[config.mk]
export PLATFORM = sky130hd
export DESIGN_NAME = tpc_pin_ctrl
export DESIGN_NICKNAME = d
export VERILOG_FILES = /design/src/design/tpc_pins_pkg.sv /design/src/design/tpc_pin_ctrl.sv
export VERILOG_INCLUDE_DIRS = /design/src /design/src/design
export SDC_FILE = /design/constraint.sdc
export NUM_CORES = 1
export LEC_CHECK = 0
export BUFFER_PORTS_ARGS = -buffer_cell sky130_fd_sc_hd__clkbuf_2
export CORE_ASPECT_RATIO = 1.75
export CORE_MARGIN = 2
export CORE_UTILIZATION = 25
export CTS_BUF_LIST = sky130_fd_sc_hd__clkbuf_8 sky130_fd_sc_hd__clkbuf_16
export DETAILED_ROUTE_END_ITERATION = 7
export PLACE_DENSITY = 0.46
export SLEW_MARGIN = 5
export SYNTH_ARGS = -nofsm -noshare
export SYNTH_HDL_FRONTEND = slang
export SYNTH_SLANG_ARGS = --single-unit
[constraint.sdc]
create_clock -name sys_clk -period 51.1 [get_ports sys_clk]
set_clock_uncertainty 0.05 [all_clocks]
set_input_delay 0 -clock sys_clk [delete_from_list [all_inputs] [get_ports sys_clk]]
set_output_delay 0 -clock sys_clk [all_outputs]
set_load 0.05 [all_outputs]
[src/design/tpc_pins_regs.svh]
// Purpose: constants of the transceiver host pin logic
// Assumes: 20 MHz system clock
// Notes: times in their own unit, cycle counts derived
// Operation
// - indicator select high puts checksum-valid indication on aux_pin_2.
// - indicator select high puts out-of-idle indication on aux_pin_1.
// - reset pin low holds off mode and loses all programmed settings.
// - reset pin release enters idle with every setting at default.
// - sequence trigger rising edge starts receive or transmit per programmed choice.
// - sequence trigger low forces idle and stops receive or transmit.
// - wake input low moves hibernate or doze into idle.
// - clock output selectable among eight rates, 16 MHz down to 16.393 kHz; here the 16 and 8 MHz settings give 10 MHz and 4 MHz gives 5 MHz.
// - clock output runs at the 32.786 kHz setting after reset.
// - interrupt output active low, open drain, pull-up enable programmable.
// - interrupts may be serviced as often as every 6 microseconds.
// - serial transfers accepted only while chip select is low.
// - all seven aux pins come out of reset as inputs.
// - serial output floats when deselected unless float enable cleared, then low.
// - first byte of a transaction is header with 6-bit address and direction.
// - serial data sampled on rising clock edge, output changes on falling.
`ifndef TPC_PINS_REGS_SVH
`define TPC_PINS_REGS_SVH

`define TPC_SYS_CLK_HZ 20000000
`define TPC_IRQ_SERVICE_NS 6000
`define TPC_IRQ_SERVICE_CYC ((`TPC_IRQ_SERVICE_NS * (`TPC_SYS_CLK_HZ / 1000000)) / 1000)
`define TPC_IRQ_GAP_CYC 2
`define TPC_RATE_16M_HZ 16000000
`define TPC_RATE_8M_HZ 8000000
`define TPC_RATE_4M_HZ 4000000
`define TPC_RATE_2M_HZ 2000000
`define TPC_RATE_1M_HZ 1000000
`define TPC_RATE_62K5_HZ 62500
`define TPC_RATE_32K7_HZ 32786
`define TPC_RATE_16K3_HZ 16393
`define TPC_RATE_SEL_RST 3'h6
`define TPC_RATE_SEL_DOZE_MAX 3'h4
`define TPC_HDR_RW_BIT 7
`define TPC_HDR_ADDR_MSB 5
`define TPC_AUX_COUNT 7
`define TPC_AUX_DIR_RST 7'h00
`define TPC_AUX_OUT_RST 7'h00
`define TPC_ALT_EN_RST 1'b0
`define TPC_PULLUP_RST 1'b1
`define TPC_MISO_HIZ_RST 1'b1
`define TPC_DOZE_CLK_RST 1'b0
`define TPC_SEQ_TX_RST 1'b0

`endif

[src/design/tpc_pins_pkg.sv]
// Purpose: types of the transceiver host pin logic
// Assumes: constants live in tpc_pins_regs.svh
// Notes: none
package tpc_pins_pkg;

  typedef enum logic [5:0] {
    TPC_OFF = 6'b00_0001,
    TPC_IDLE = 6'b00_0010,
    TPC_HIBERNATE = 6'b00_0100,
    TPC_DOZE = 6'b00_1000,
    TPC_RX = 6'b01_0000,
    TPC_TX = 6'b10_0000
  } tpc_mode_type;

  typedef struct packed {
    logic alt_en;
    logic [2:0] rate_sel;
    logic pullup_en;
    logic miso_hiz_en;
    logic doze_clk_en;
    logic seq_tx;
    logic [6:0] aux_dir;
    logic [6:0] aux_out;
  } tpc_cfg_type;

  typedef struct packed {
    logic rd;
    logic [5:0] addr;
    logic [7:0] data;
  } tpc_spi_word_type;

endpackage

[src/design/tpc_pin_ctrl.sv]
// Purpose: host-facing pin logic of a packet radio transceiver
// Assumes: pins and serial clock arrive asynchronously; serial clock well below sys_clk/4
// Notes: 16 MHz clock output is limited to sys_clk/2 by the 20 MHz core clock
`include "tpc_pins_regs.svh"
`timescale 1ns/1ps
`default_nettype none
module tpc_pin_ctrl (
  input wire logic sys_clk,
  input wire logic rst,
  input wire logic reset_pin_n,
  input wire logic radio_sequence_trigger,
  input wire logic wake_request_n,
  input wire logic hibernate_req,
  input wire logic doze_req,
  input wire logic cfg_wr,
  input wire tpc_pins_pkg::tpc_cfg_type cfg_in,
  output tpc_pins_pkg::tpc_cfg_type cfg_q,
  output tpc_pins_pkg::tpc_mode_type mode_q,
  input wire logic crc_valid,
  input wire logic irq_event,
  input wire logic irq_ack,
  output logic irq_n_o,
  output logic irq_n_oe,
  output logic irq_pullup_en,
  output logic host_clock_out,
  output logic host_clock_oe,
  input wire logic serial_clock_in,
  input wire logic chip_select_n,
  input wire logic mosi,
  output logic miso_o,
  output logic miso_oe,
  output logic spi_valid,
  output tpc_pins_pkg::tpc_spi_word_type spi_word_q,
  input wire logic [7:0] spi_rd_byte,
  input wire logic [6:0] aux_pin_i,
  output logic [6:0] aux_pin_o,
  output logic [6:0] aux_pin_oe,
  output logic [6:0] aux_in_q
);

  // half period of the clock output in sys_clk cycles, never below one
  function automatic logic [9:0] half_cycles(input logic [2:0] sel);
    int hz;
    int h;
    case (sel)
      3'h0: hz = `TPC_RATE_16M_HZ;
      3'h1: hz = `TPC_RATE_8M_HZ;
      3'h2: hz = `TPC_RATE_4M_HZ;
      3'h3: hz = `TPC_RATE_2M_HZ;
      3'h4: hz = `TPC_RATE_1M_HZ;
      3'h5: hz = `TPC_RATE_62K5_HZ;
      3'h6: hz = `TPC_RATE_32K7_HZ;
      default: hz = `TPC_RATE_16K3_HZ;
    endcase
    h = `TPC_SYS_CLK_HZ / (2 * hz);
    if (h < 1) begin
      h = 1;
    end
    return h[9:0];
  endfunction

  localparam tpc_pins_pkg::tpc_cfg_type CFG_RST = '{
    alt_en: `TPC_ALT_EN_RST, rate_sel: `TPC_RATE_SEL_RST, pullup_en: `TPC_PULLUP_RST,
    miso_hiz_en: `TPC_MISO_HIZ_RST, doze_clk_en: `TPC_DOZE_CLK_RST, seq_tx: `TPC_SEQ_TX_RST,
    aux_dir: `TPC_AUX_DIR_RST, aux_out: `TPC_AUX_OUT_RST};

  // two-flop synchronisers; stage one is read only by stage two
  logic [12:0] sync1_q;
  logic [12:0] sync2_q;
  logic sclk_prev_q;
  logic trig_prev_q;
  logic crc_q;
  always_ff @(posedge sys_clk) begin
    if (rst) begin
      sync1_q <= 13'h0013; // idle pin levels: no false select or wake after reset
      sync2_q <= 13'h0013;
      sclk_prev_q <= 1'b0;
      trig_prev_q <= 1'b0;
      crc_q <= 1'b0;
    end else begin
      sync1_q <= {aux_pin_i, serial_clock_in, chip_select_n, mosi,
        radio_sequence_trigger, wake_request_n, reset_pin_n};
      sync2_q <= sync1_q;
      sclk_prev_q <= sync2_q[5];
      trig_prev_q <= sync2_q[2];
      crc_q <= crc_valid;
    end
  end

  logic rst_pin_s, wake_s, trig_s, mosi_s, cs_s, sclk_rise, sclk_fall, off;
  assign rst_pin_s = sync2_q[0];
  assign wake_s = sync2_q[1];
  assign trig_s = sync2_q[2];
  assign mosi_s = sync2_q[3];
  assign cs_s = ~sync2_q[4];
  assign sclk_rise = sync2_q[5] & ~sclk_prev_q;
  assign sclk_fall = ~sync2_q[5] & sclk_prev_q;
  assign off = mode_q == tpc_pins_pkg::TPC_OFF;

  // settings and mode
  tpc_pins_pkg::tpc_cfg_type cfg_d;
  tpc_pins_pkg::tpc_mode_type mode_d;
  always_comb begin
    cfg_d = cfg_q;
    mode_d = mode_q;
    if (!rst_pin_s) begin
      cfg_d = CFG_RST;
      mode_d = tpc_pins_pkg::TPC_OFF;
    end else begin
      if (cfg_wr && !off) begin
        cfg_d = cfg_in;
      end
      case (mode_q)
        tpc_pins_pkg::TPC_OFF: mode_d = tpc_pins_pkg::TPC_IDLE;
        tpc_pins_pkg::TPC_IDLE: begin
          if (trig_s && !trig_prev_q) begin
            mode_d = cfg_q.seq_tx ? tpc_pins_pkg::TPC_TX : tpc_pins_pkg::TPC_RX;
          end else if (hibernate_req) begin
            mode_d = tpc_pins_pkg::TPC_HIBERNATE;
          end else if (doze_req) begin
            mode_d = tpc_pins_pkg::TPC_DOZE;
          end
        end
        tpc_pins_pkg::TPC_HIBERNATE, tpc_pins_pkg::TPC_DOZE: begin
          if (!wake_s) begin
            mode_d = tpc_pins_pkg::TPC_IDLE;
          end
        end
        tpc_pins_pkg::TPC_RX, tpc_pins_pkg::TPC_TX: begin
          // sequence ends only when the host drops the trigger or pulls the reset pin low
          if (!trig_s) begin
            mode_d = tpc_pins_pkg::TPC_IDLE;
          end
        end
        default: mode_d = tpc_pins_pkg::TPC_IDLE;
      endcase
    end
  end
  always_ff @(posedge sys_clk) begin
    if (rst) begin
      cfg_q <= CFG_RST;
      mode_q <= tpc_pins_pkg::TPC_OFF;
    end else begin
      cfg_q <= cfg_d;
      mode_q <= mode_d;
    end
  end

  // clock output divider
  logic [9:0] div_q, div_d;
  logic host_clock_out_q, host_clock_out_d, host_clock_out_run;
  always_comb begin
    host_clock_out_run = mode_q == tpc_pins_pkg::TPC_IDLE || mode_q == tpc_pins_pkg::TPC_RX
      || mode_q == tpc_pins_pkg::TPC_TX
      || (mode_q == tpc_pins_pkg::TPC_DOZE && cfg_q.doze_clk_en
      && cfg_q.rate_sel >= `TPC_RATE_SEL_DOZE_MAX);
    div_d = div_q + 10'h001;
    host_clock_out_d = host_clock_out_q;
    if (!host_clock_out_run) begin
      div_d = 10'h000;
      host_clock_out_d = 1'b0;
    end else if (div_d >= half_cycles(cfg_q.rate_sel)) begin
      div_d = 10'h000;
      host_clock_out_d = ~host_clock_out_q;
    end
  end
  always_ff @(posedge sys_clk) begin
    if (rst) begin
      div_q <= 10'h000;
      host_clock_out_q <= 1'b0;
    end else begin
      div_q <= div_d;
      host_clock_out_q <= host_clock_out_d;
    end
  end
  assign host_clock_out = host_clock_out_q;
  assign host_clock_oe = !off;

  // interrupt: pending flag, set wins over ack, short release before re-assert
  logic irq_pend_q, irq_pend_d, irq_pin_q, irq_pin_d;
  logic [1:0] gap_q, gap_d;
  always_comb begin
    irq_pend_d = irq_pend_q;
    gap_d = gap_q;
    if (irq_ack) begin
      irq_pend_d = 1'b0;
      gap_d = 2'(`TPC_IRQ_GAP_CYC);
    end else if (gap_q != 2'h0) begin
      gap_d = gap_q - 2'h1;
    end
    if (irq_event && !off) begin
      irq_pend_d = 1'b1;
    end
    irq_pin_d = irq_pend_q && gap_q == 2'h0 && !irq_ack;
  end
  always_ff @(posedge sys_clk) begin
    if (rst) begin
      irq_pend_q <= 1'b0;
      irq_pin_q <= 1'b0;
      gap_q <= 2'h0;
    end else begin
      irq_pend_q <= irq_pend_d;
      irq_pin_q <= irq_pin_d;
      gap_q <= gap_d;
    end
  end
  assign irq_n_o = 1'b0;
  assign irq_n_oe = irq_pin_q;
  assign irq_pullup_en = cfg_q.pullup_en && !off;

  // serial port slave; not functional in off, hibernate or doze
  logic spi_live;
  logic [2:0] bit_q, bit_d;
  logic [7:0] sh_q, sh_d, tx_q, tx_d;
  logic hdr_q, hdr_d, miso_q, miso_d, valid_d;
  tpc_pins_pkg::tpc_spi_word_type word_d;
  always_comb begin
    spi_live = cs_s && (mode_q == tpc_pins_pkg::TPC_IDLE || mode_q == tpc_pins_pkg::TPC_RX
      || mode_q == tpc_pins_pkg::TPC_TX);
    bit_d = bit_q;
    sh_d = sh_q;
    tx_d = tx_q;
    hdr_d = hdr_q;
    miso_d = miso_q;
    word_d = spi_word_q;
    valid_d = 1'b0;
    if (!spi_live) begin
      bit_d = 3'h0;
      hdr_d = 1'b1;
      tx_d = 8'h00;
      miso_d = 1'b0;
    end else if (sclk_rise) begin
      sh_d = {sh_q[6:0], mosi_s};
      bit_d = bit_q + 3'h1;
      if (bit_q == 3'h7) begin
        valid_d = 1'b1;
        if (hdr_q) begin
          hdr_d = 1'b0;
          word_d.rd = sh_d[`TPC_HDR_RW_BIT];
          word_d.addr = sh_d[`TPC_HDR_ADDR_MSB:0];
          word_d.data = 8'h00;
        end else begin
          word_d.data = spi_word_q.rd ? tx_q : sh_d;
        end
        tx_d = spi_rd_byte;
      end
    end else if (sclk_fall) begin
      miso_d = tx_q[7];
      tx_d = {tx_q[6:0], 1'b0};
    end
  end
  always_ff @(posedge sys_clk) begin
    if (rst) begin
      bit_q <= 3'h0;
      sh_q <= 8'h00;
      tx_q <= 8'h00;
      hdr_q <= 1'b1;
      miso_q <= 1'b0;
      spi_word_q <= '0;
      spi_valid <= 1'b0;
    end else begin
      bit_q <= bit_d;
      sh_q <= sh_d;
      tx_q <= tx_d;
      hdr_q <= hdr_d;
      miso_q <= miso_d;
      spi_word_q <= word_d;
      spi_valid <= valid_d;
    end
  end
  assign miso_o = cs_s ? miso_q : 1'b0;
  assign miso_oe = !off && (cs_s || !cfg_q.miso_hiz_en);

  // aux pins
  logic [6:0] aux_d;
  always_comb begin
    aux_pin_o = cfg_q.aux_out;
    aux_pin_oe = off ? 7'h00 : cfg_q.aux_dir;
    if (cfg_q.alt_en && !off) begin
      aux_pin_o[0] = mode_q != tpc_pins_pkg::TPC_IDLE;
      aux_pin_oe[0] = 1'b1;
      aux_pin_o[1] = crc_q;
      aux_pin_oe[1] = 1'b1;
    end
    aux_d = sync2_q[12:6];
  end
  always_ff @(posedge sys_clk) begin
    if (rst) begin
      aux_in_q <= 7'h00;
    end else begin
      aux_in_q <= aux_d;
    end
  end
endmodule // tpc_pin_ctrl
`default_nettype wire

; Yosys cells after proc, flatten, opt, wreduce, memory -nomap -nowiden
; Cells that the tools add are included.
; Widths: inputs -> output; s select.
[totals]
inputBits = 51
register_bits = 115
out_inout_bits = 72
word_cells = 130
[op_classes]
addsub = 3
div = 1
n_mux = 25
n_reduce_logical = 40
order_cmp = 3
eq_ne = 18
bitwise = 10
[op_table]
columns = cell, n
row1 = $pmux 24 s7, 1
row2 = $mux 8, 5
row3 = $mux 6, 6
row4 = $div 26x32->32 const A, 1
row5 = $lt 32x2->1 const B, 1
row6 = $mux 31, 1
row7 = $mux 10, 2
row8 = $pmux 6 s3, 1
row9 = $eq 3x3->1 const B, 4
row10 = $reduce_or 2->1, 6
row11 = $logic_and 1x1->1, 11
row12 = $add 10x1->10 const B, 1
row13 = $ge 10x10->1, 1
row14 = $mux 2, 4
row15 = $not 1->1, 8
row16 = $reduce_and 2->1, 4
row17 = $reduce_bool 2->1, 4
row18 = $mux 7, 1
row19 = $eq 3x2->1 const B, 2
row20 = $eq 6x1->1 const B, 1
row21 = $eq 6x2->1 const B, 1
row22 = $eq 6x3->1 const B, 1
row23 = $eq 6x4->1 const B, 1
row24 = $eq 6x5->1 const B, 1
row25 = 18 further kinds, 31

; Longest topological paths before layout
[depth]
ltp_word = 11
ltp_mapped = 296
ltp_nobuf = 264

; Least setup slack after synthesis
; OpenSTA, ideal clock, no wires.
[synth_path]
path_type = register to register
from = register cfg_q[20] in the netlist's numbering
to = register div_q[1]
required_ns = 50.990
setup_slack_ns = 3.132
n_path_buf = 43
t_arrival_ns = 47.858
stages_incl_launch_ff = 275
period_less_slack_ns = 47.968
setup_ns = 0.060
cell_sequence = dfxtp_1 > buf_2 > clkbuf_1 > nor2_1 > clkinv_1 > nor2_1 > clkbuf_1 > clkbuf_1 > nor3_1 > ha_1 > nand4_1 > o221ai_1 > nor3b_1 > nor3_1 > a41oi_4 > clkbuf_1 > nand2_1 > o21ai_0 > [... 239 more ...] > a2111oi_2 > o2111ai_1 > nand4b_1 > ha_1 > nand2b_1 > a21o_1 > a21o_1 > a21oi_1 > nor2b_1 > o21ai_0 > nand2b_1 > a21oi_1 > nor2b_1 > o21ai_0 > nand2b_1 > a21oi_1 > clkbuf_1 > and3_1
[synth_via]
elab_chain_cells = 9
elab_cells_between_ends = 19
classes_between = div: 1 / order compare: 3 / eq/ne: 6 / mux: 4 / bitwise: 1 / reduce/logical: 4
[synth_rtl]
columns = element, line_no
row1 = from (decl), tpc_pin_ctrl.sv:17  ; output tpc_pins_pkg::tpc_cfg_type cfg_q,
row2 = from (signal assigned), tpc_pin_ctrl.sv:144  ; cfg_q <= cfg_d;
row3 = $eq 3x3->1 (tied with other cells), tpc_pin_ctrl.sv:45  ; case (sel)
row4 = $pmux 24 s7, tpc_pin_ctrl.sv:45
row5 = $mux 31, tpc_pin_ctrl.sv:159  ; if (!host_clock_out_run) begin
row6 = $div 26x32->32 (no line), --
row7 = $lt 32x2->1, tpc_pin_ctrl.sv:56  ; if (h < 1) begin
row8 = $mux 10, tpc_pin_ctrl.sv:56
row9 = $mux 10, tpc_pin_ctrl.sv:159
row10 = $ge 10x10->1, tpc_pin_ctrl.sv:162  ; end else if (div_d >= half_cycles(cfg_q.rate_sel)) begin
row11 = $reduce_or 3->1 (no line) *, --
row12 = to (signal assigned), tpc_pin_ctrl.sv:172  ; div_q <= div_d;
row13 = to (decl), tpc_pin_ctrl.sv:150  ; logic [9:0] div_q, div_d;
; Every way passes the cells marked *; elsewhere a longest branch is shown, timed or not. The select of a mux whose other input is x is not followed.
; A chain may end at the register's enable or synchronous reset.

; Worst setup path after layout
[layout_path]
from = register cfg_q[19] in the netlist's numbering
to = register host_clock_out_q (netlist: host_clock_out)
[layout_via]
elab_chain_cells = 8
elab_cells_between_ends = 19
classes_between = div: 1 / order compare: 3 / eq/ne: 6 / mux: 4 / bitwise: 1 / reduce/logical: 4
[layout_rtl]
columns = element, line_no
row1 = $eq 3x3->1 (tied with other cells), tpc_pin_ctrl.sv:45
row2 = $pmux 24 s7, tpc_pin_ctrl.sv:45
row3 = $mux 31, tpc_pin_ctrl.sv:159
row4 = $div 26x32->32 (no line), --
row5 = $lt 32x2->1, tpc_pin_ctrl.sv:56
row6 = $mux 10, tpc_pin_ctrl.sv:56
row7 = $mux 10, tpc_pin_ctrl.sv:159
row8 = $ge 10x10->1, tpc_pin_ctrl.sv:162
row9 = to (signal assigned), tpc_pin_ctrl.sv:173  ; host_clock_out_q <= host_clock_out_d;
row10 = to (decl), tpc_pin_ctrl.sv:151  ; logic host_clock_out_q, host_clock_out_d, host_clock_out_run;
; Parallel ways exist; a longest one is shown, timed or not. The select of a mux whose other input is x is not followed.

==> reports/qor.txt <==
ROUTING
--------------------------------------------------------------------------------------------------------
Via count                                                                                          28.7k
Overall routed net length                                                                      120000 um
Post-route antenna net violation count                                                                 0
1st-iter DRT viols                                                                                  1674
Number of design rule violations left after detail routing                                             0
Routed wirelength normalized by instance count                                                   23.5 um
Number of vias per cell                                                                             5.62
First-pass detailed-route iteration total                                                              7

PLACED DESIGN
--------------------------------------------------------------------------------------------------------
Count of buffers from port buffering                                                                 121
Detailed-placement wirelength estimate                                                          95200 um
Area after detailed placement                                                                 0.0275 mm2
Routability congestion estimate from global placement                                              0.975

STA
--------------------------------------------------------------------------------------------------------
Max-Slew Margin vs Limit                                                                           19.8%
Final TNS setup                                                                                     0 ps
Max Freq                                                                                        21.0 MHz
Final hold violation count                                                                             0
Tcrit/Tclk final                                                                                   93.1%
Number of endpoints failing setup at the final stage                                                   0
Worst-Margin Slew                                                                                1200 ps
Post-route minimum period                                                                       47580 ps
Max Transition Viols Final                                                                             0

YOSYS
--------------------------------------------------------------------------------------------------------
Proportion of register bits with asynchronous set or reset after synthesis                            0%
Share of the yosys chip area belonging to registers                                                9.16%
Cell types occupying the most area after synthesis                                          sky130_fd_sc_hd__ha_1 15%, sky130_fd_sc_hd__dfxtp_1 9.2%, sky130_fd_sc_hd__a21oi_1 8.8%, sky130_fd_sc_hd__nor2_1 5.6%, sky130_fd_sc_hd__nand2_1 5.2%
Cell area after technology mapping                                                            0.0251 mm2
Number of library cell types mapped by synthesis                                                     121
Commonest register cell after synthesis                                                     sky130_fd_sc_hd__dfxtp_1
Number of enable-type register cells in the synthesized netlist                                        0
Most repeated cell in the gate-level netlist after synthesis                                sky130_fd_sc_hd__a21oi_1
Per-instance average area after synthesis                                                       6.91 um2
Share of the synthesized area in the top cell type                                                 15.0%
Number of synthesized register bits                                                                  115
Cell taking the most area after synthesis                                                   sky130_fd_sc_hd__ha_1
Warning count from the yosys run                                                                       0
Commonest cells post-synth                                                                  440 x sky130_fd_sc_hd__a21oi_1, 376 x sky130_fd_sc_hd__nor2_1, 345 x sky130_fd_sc_hd__nand2_1, 301 x sky130_fd_sc_hd__ha_1, 250 x sky130_fd_sc_hd__o21ai_0
Synthesized instance count                                                                          3637

WORST HOLD PATH
--------------------------------------------------------------------------------------------------------
Worst min-delay path category                                                               input pin to flop
Cell count of the worst hold path                                                                      3

FLOORPLANNING
--------------------------------------------------------------------------------------------------------
Die Span Y                                                                                        423 um
Total number of placement rows                                                                       153
Initial cell density of the core                                                                   25.3%
Placeable core region                                                                         0.0995 mm2
Num ports                                                                                            123
Overall die width                                                                                 244 um
Die Area                                                                                       0.103 mm2

CRITICAL PATH
--------------------------------------------------------------------------------------------------------
Max stage delay cell, worst path                                                            sky130_fd_sc_hd__nor4_2
Maximum cell stage delay along the critical path                                                  480 ps
Worst setup SP type                                                                                 flop
CP required                                                                                     51360 ps
Type of the worst setup path                                                                flop to flop
Arr. time, crit path                                                                            47840 ps
Endpoint type of the worst setup path                                                               flop
Reg2reg path depth                                                                                   245
Critical-path maximum fanout                                                                          45
Most common cell type on the critical path                                                  sky130_fd_sc_hd__a21oi_1

CTS
--------------------------------------------------------------------------------------------------------
Post-CTS clock slew at the launch and capture registers of the worst setup and hold paths          70 ps
Maximum buffer depth of the clock tree                                                                 2
Clock insertion delay at the later pin of the skew report                                         450 ps
CTS HTree Levels                                                                                       4
Clock tree from TritonCTS                                                                            yes
Sinks on Clock Net                                                                                   115
TritonCTS buffer count                                                                                17
Cell chosen for the clock root                                                              sky130_fd_sc_hd__clkbuf_16

LAYOUT
--------------------------------------------------------------------------------------------------------
NumNets Final                                                                                       4134
Layout overhead on the synthesized area                                                            14.8%
Post-route cell area                                                                          0.0289 mm2
Fraction of final layout cells with drive strength greater than 1                                  11.4%
Antenna cell count                                                                                     0

STATUS
--------------------------------------------------------------------------------------------------------
Run status                                                                                  finished, final reports clean

GLOBAL ROUTE
--------------------------------------------------------------------------------------------------------
Via count of the first global-routing pass                                                         29.5k
All-layer global routing usage                                                                     22.6%
Largest net degree at the start of global routing                                                     68
Global-route wire length before repair                                                         179000 um
Antenna violations before repair                                                                       1
Residual overflow from global routing                                                                  0

JOB
--------------------------------------------------------------------------------------------------------
Max-cap violation count                                                                                0

placed cells by master, fill, tap and decap left out, types with 68 or more instances in the layout:
cell | Yosys | final
sky130_fd_sc_hd__clkbuf_2 | 0 | 121
sky130_fd_sc_hd__nor2b_1 | 88 | 88
sky130_fd_sc_hd__ha_1 | 301 | 300
sky130_fd_sc_hd__buf_4 | 10 | 96
sky130_fd_sc_hd__nand2_1 | 345 | 344
sky130_fd_sc_hd__nand2b_1 | 68 | 68
sky130_fd_sc_hd__dfxtp_1 | 115 | 112
sky130_fd_sc_hd__o21ai_0 | 250 | 243
sky130_fd_sc_hd__xnor2_1 | 141 | 141
sky130_fd_sc_hd__nor3_1 | 74 | 70
sky130_fd_sc_hd__a21oi_1 | 440 | 435
sky130_fd_sc_hd__xor2_1 | 82 | 82
sky130_fd_sc_hd__nor2_1 | 376 | 373
sky130_fd_sc_hd__a21o_1 | 129 | 129
sky130_fd_sc_hd__inv_1 | 99 | 96
sky130_fd_sc_hd__nand3_1 | 81 | 81
worst max-delay path, delay by kind of cell, from the launching register on:
family                   cells  cell delay (ps)
AO/OA/AOI/OAI              126            23950
AND/OR/NAND/NOR             75            11190
adder cells (fa/ha/maj)     17             5990
buffers and inverters       21             3860
multiplexers                 4             1520
flip-flops                   1              430
XOR/XNOR                     2              330
flip-flops by register name (all words and copies together), names as in the netlist, 2 cells and up:
name and cells:
aux_in_q 7, aux_pin_o 5, bit_q 3, cfg_q 17
div_q 10, gap_q 2, mode_q 6, sh_q 7
spi_word_q 15, sync1_q 13, sync2_q 13, tx_q 8
layer usage:
metal	GRT usage, %	routed length, um	vias up
met5	0	0	-
met2	42.5	62000	1032
met4	18.3	10900	0
li1	-	-	13700
met3	2.75	5070	456
met1	21.9	42000	13500
kinds of logic (layout without fill, tap and decap cells):
logic type,count (synthesis),after routing,share of synthesized area [%]
other cells,2,15,0.0299
mux,103,103,4.36
compound gates,1301,1301,33.7
fa+ha+maj,302,302,15.0
flops,115,115,9.16
simple gates,1320,1320,25.7
buf+inv,271,416,4.31
xor+xnor,223,223,7.77
worst paths after layout:
kind | to | slack, ps | startpoint
worst max-delay path | host_clock_out | 3520 | cfg_q[19]
worst min-delay path | gap_q[1] | 120 | rst
worst max register to register | host_clock_out | 3520 | cfg_q[19]
worst min register to register | sync2_q[4] | 350 | sync1_q[4]
layout make-up:
class,instances,area [um2]
fillers,11100,70700
clock buffers,17,425
clock inverters,15,171
flip-flops and latches,115,2310
well taps,1317,1650
multi-input cells,3264,22000
repair buffers,272,1910
inverters,112,430
stage by stage:
| step | cells | hold slack, ps | utilization [%] | setup slack [ps] |
|---|---|---|---|---|
| 2_1_floorplan | 3650 | 27.3 | - | 3130 |
| 3_5_place_dp | 5023 | 138 | 27.6 | 1320 |
| 4_1_cts | 5103 | 117 | 28.7 | 1170 |
| 3_3_place_gp | 5023 | 139 | 27.6 | 1590 |
| 6_report | 5112 | 122 | 29.0 | 3520 |
| 5_1_grt | 5112 | 148 | 29.0 | -95.0 |
what timing repair did:
action / CTS / global route
resized for setup: 0 / 51
endpoints found under the setup margin: 0 / 11
hold endpoints to repair: 52 / 0
hold buffers: 48 / 0
buffers inserted: 0 / 9
Power is left out: the tool's default activity adds up to more than one toggle a clock period on the data nets, which glitch-free logic cannot reach.
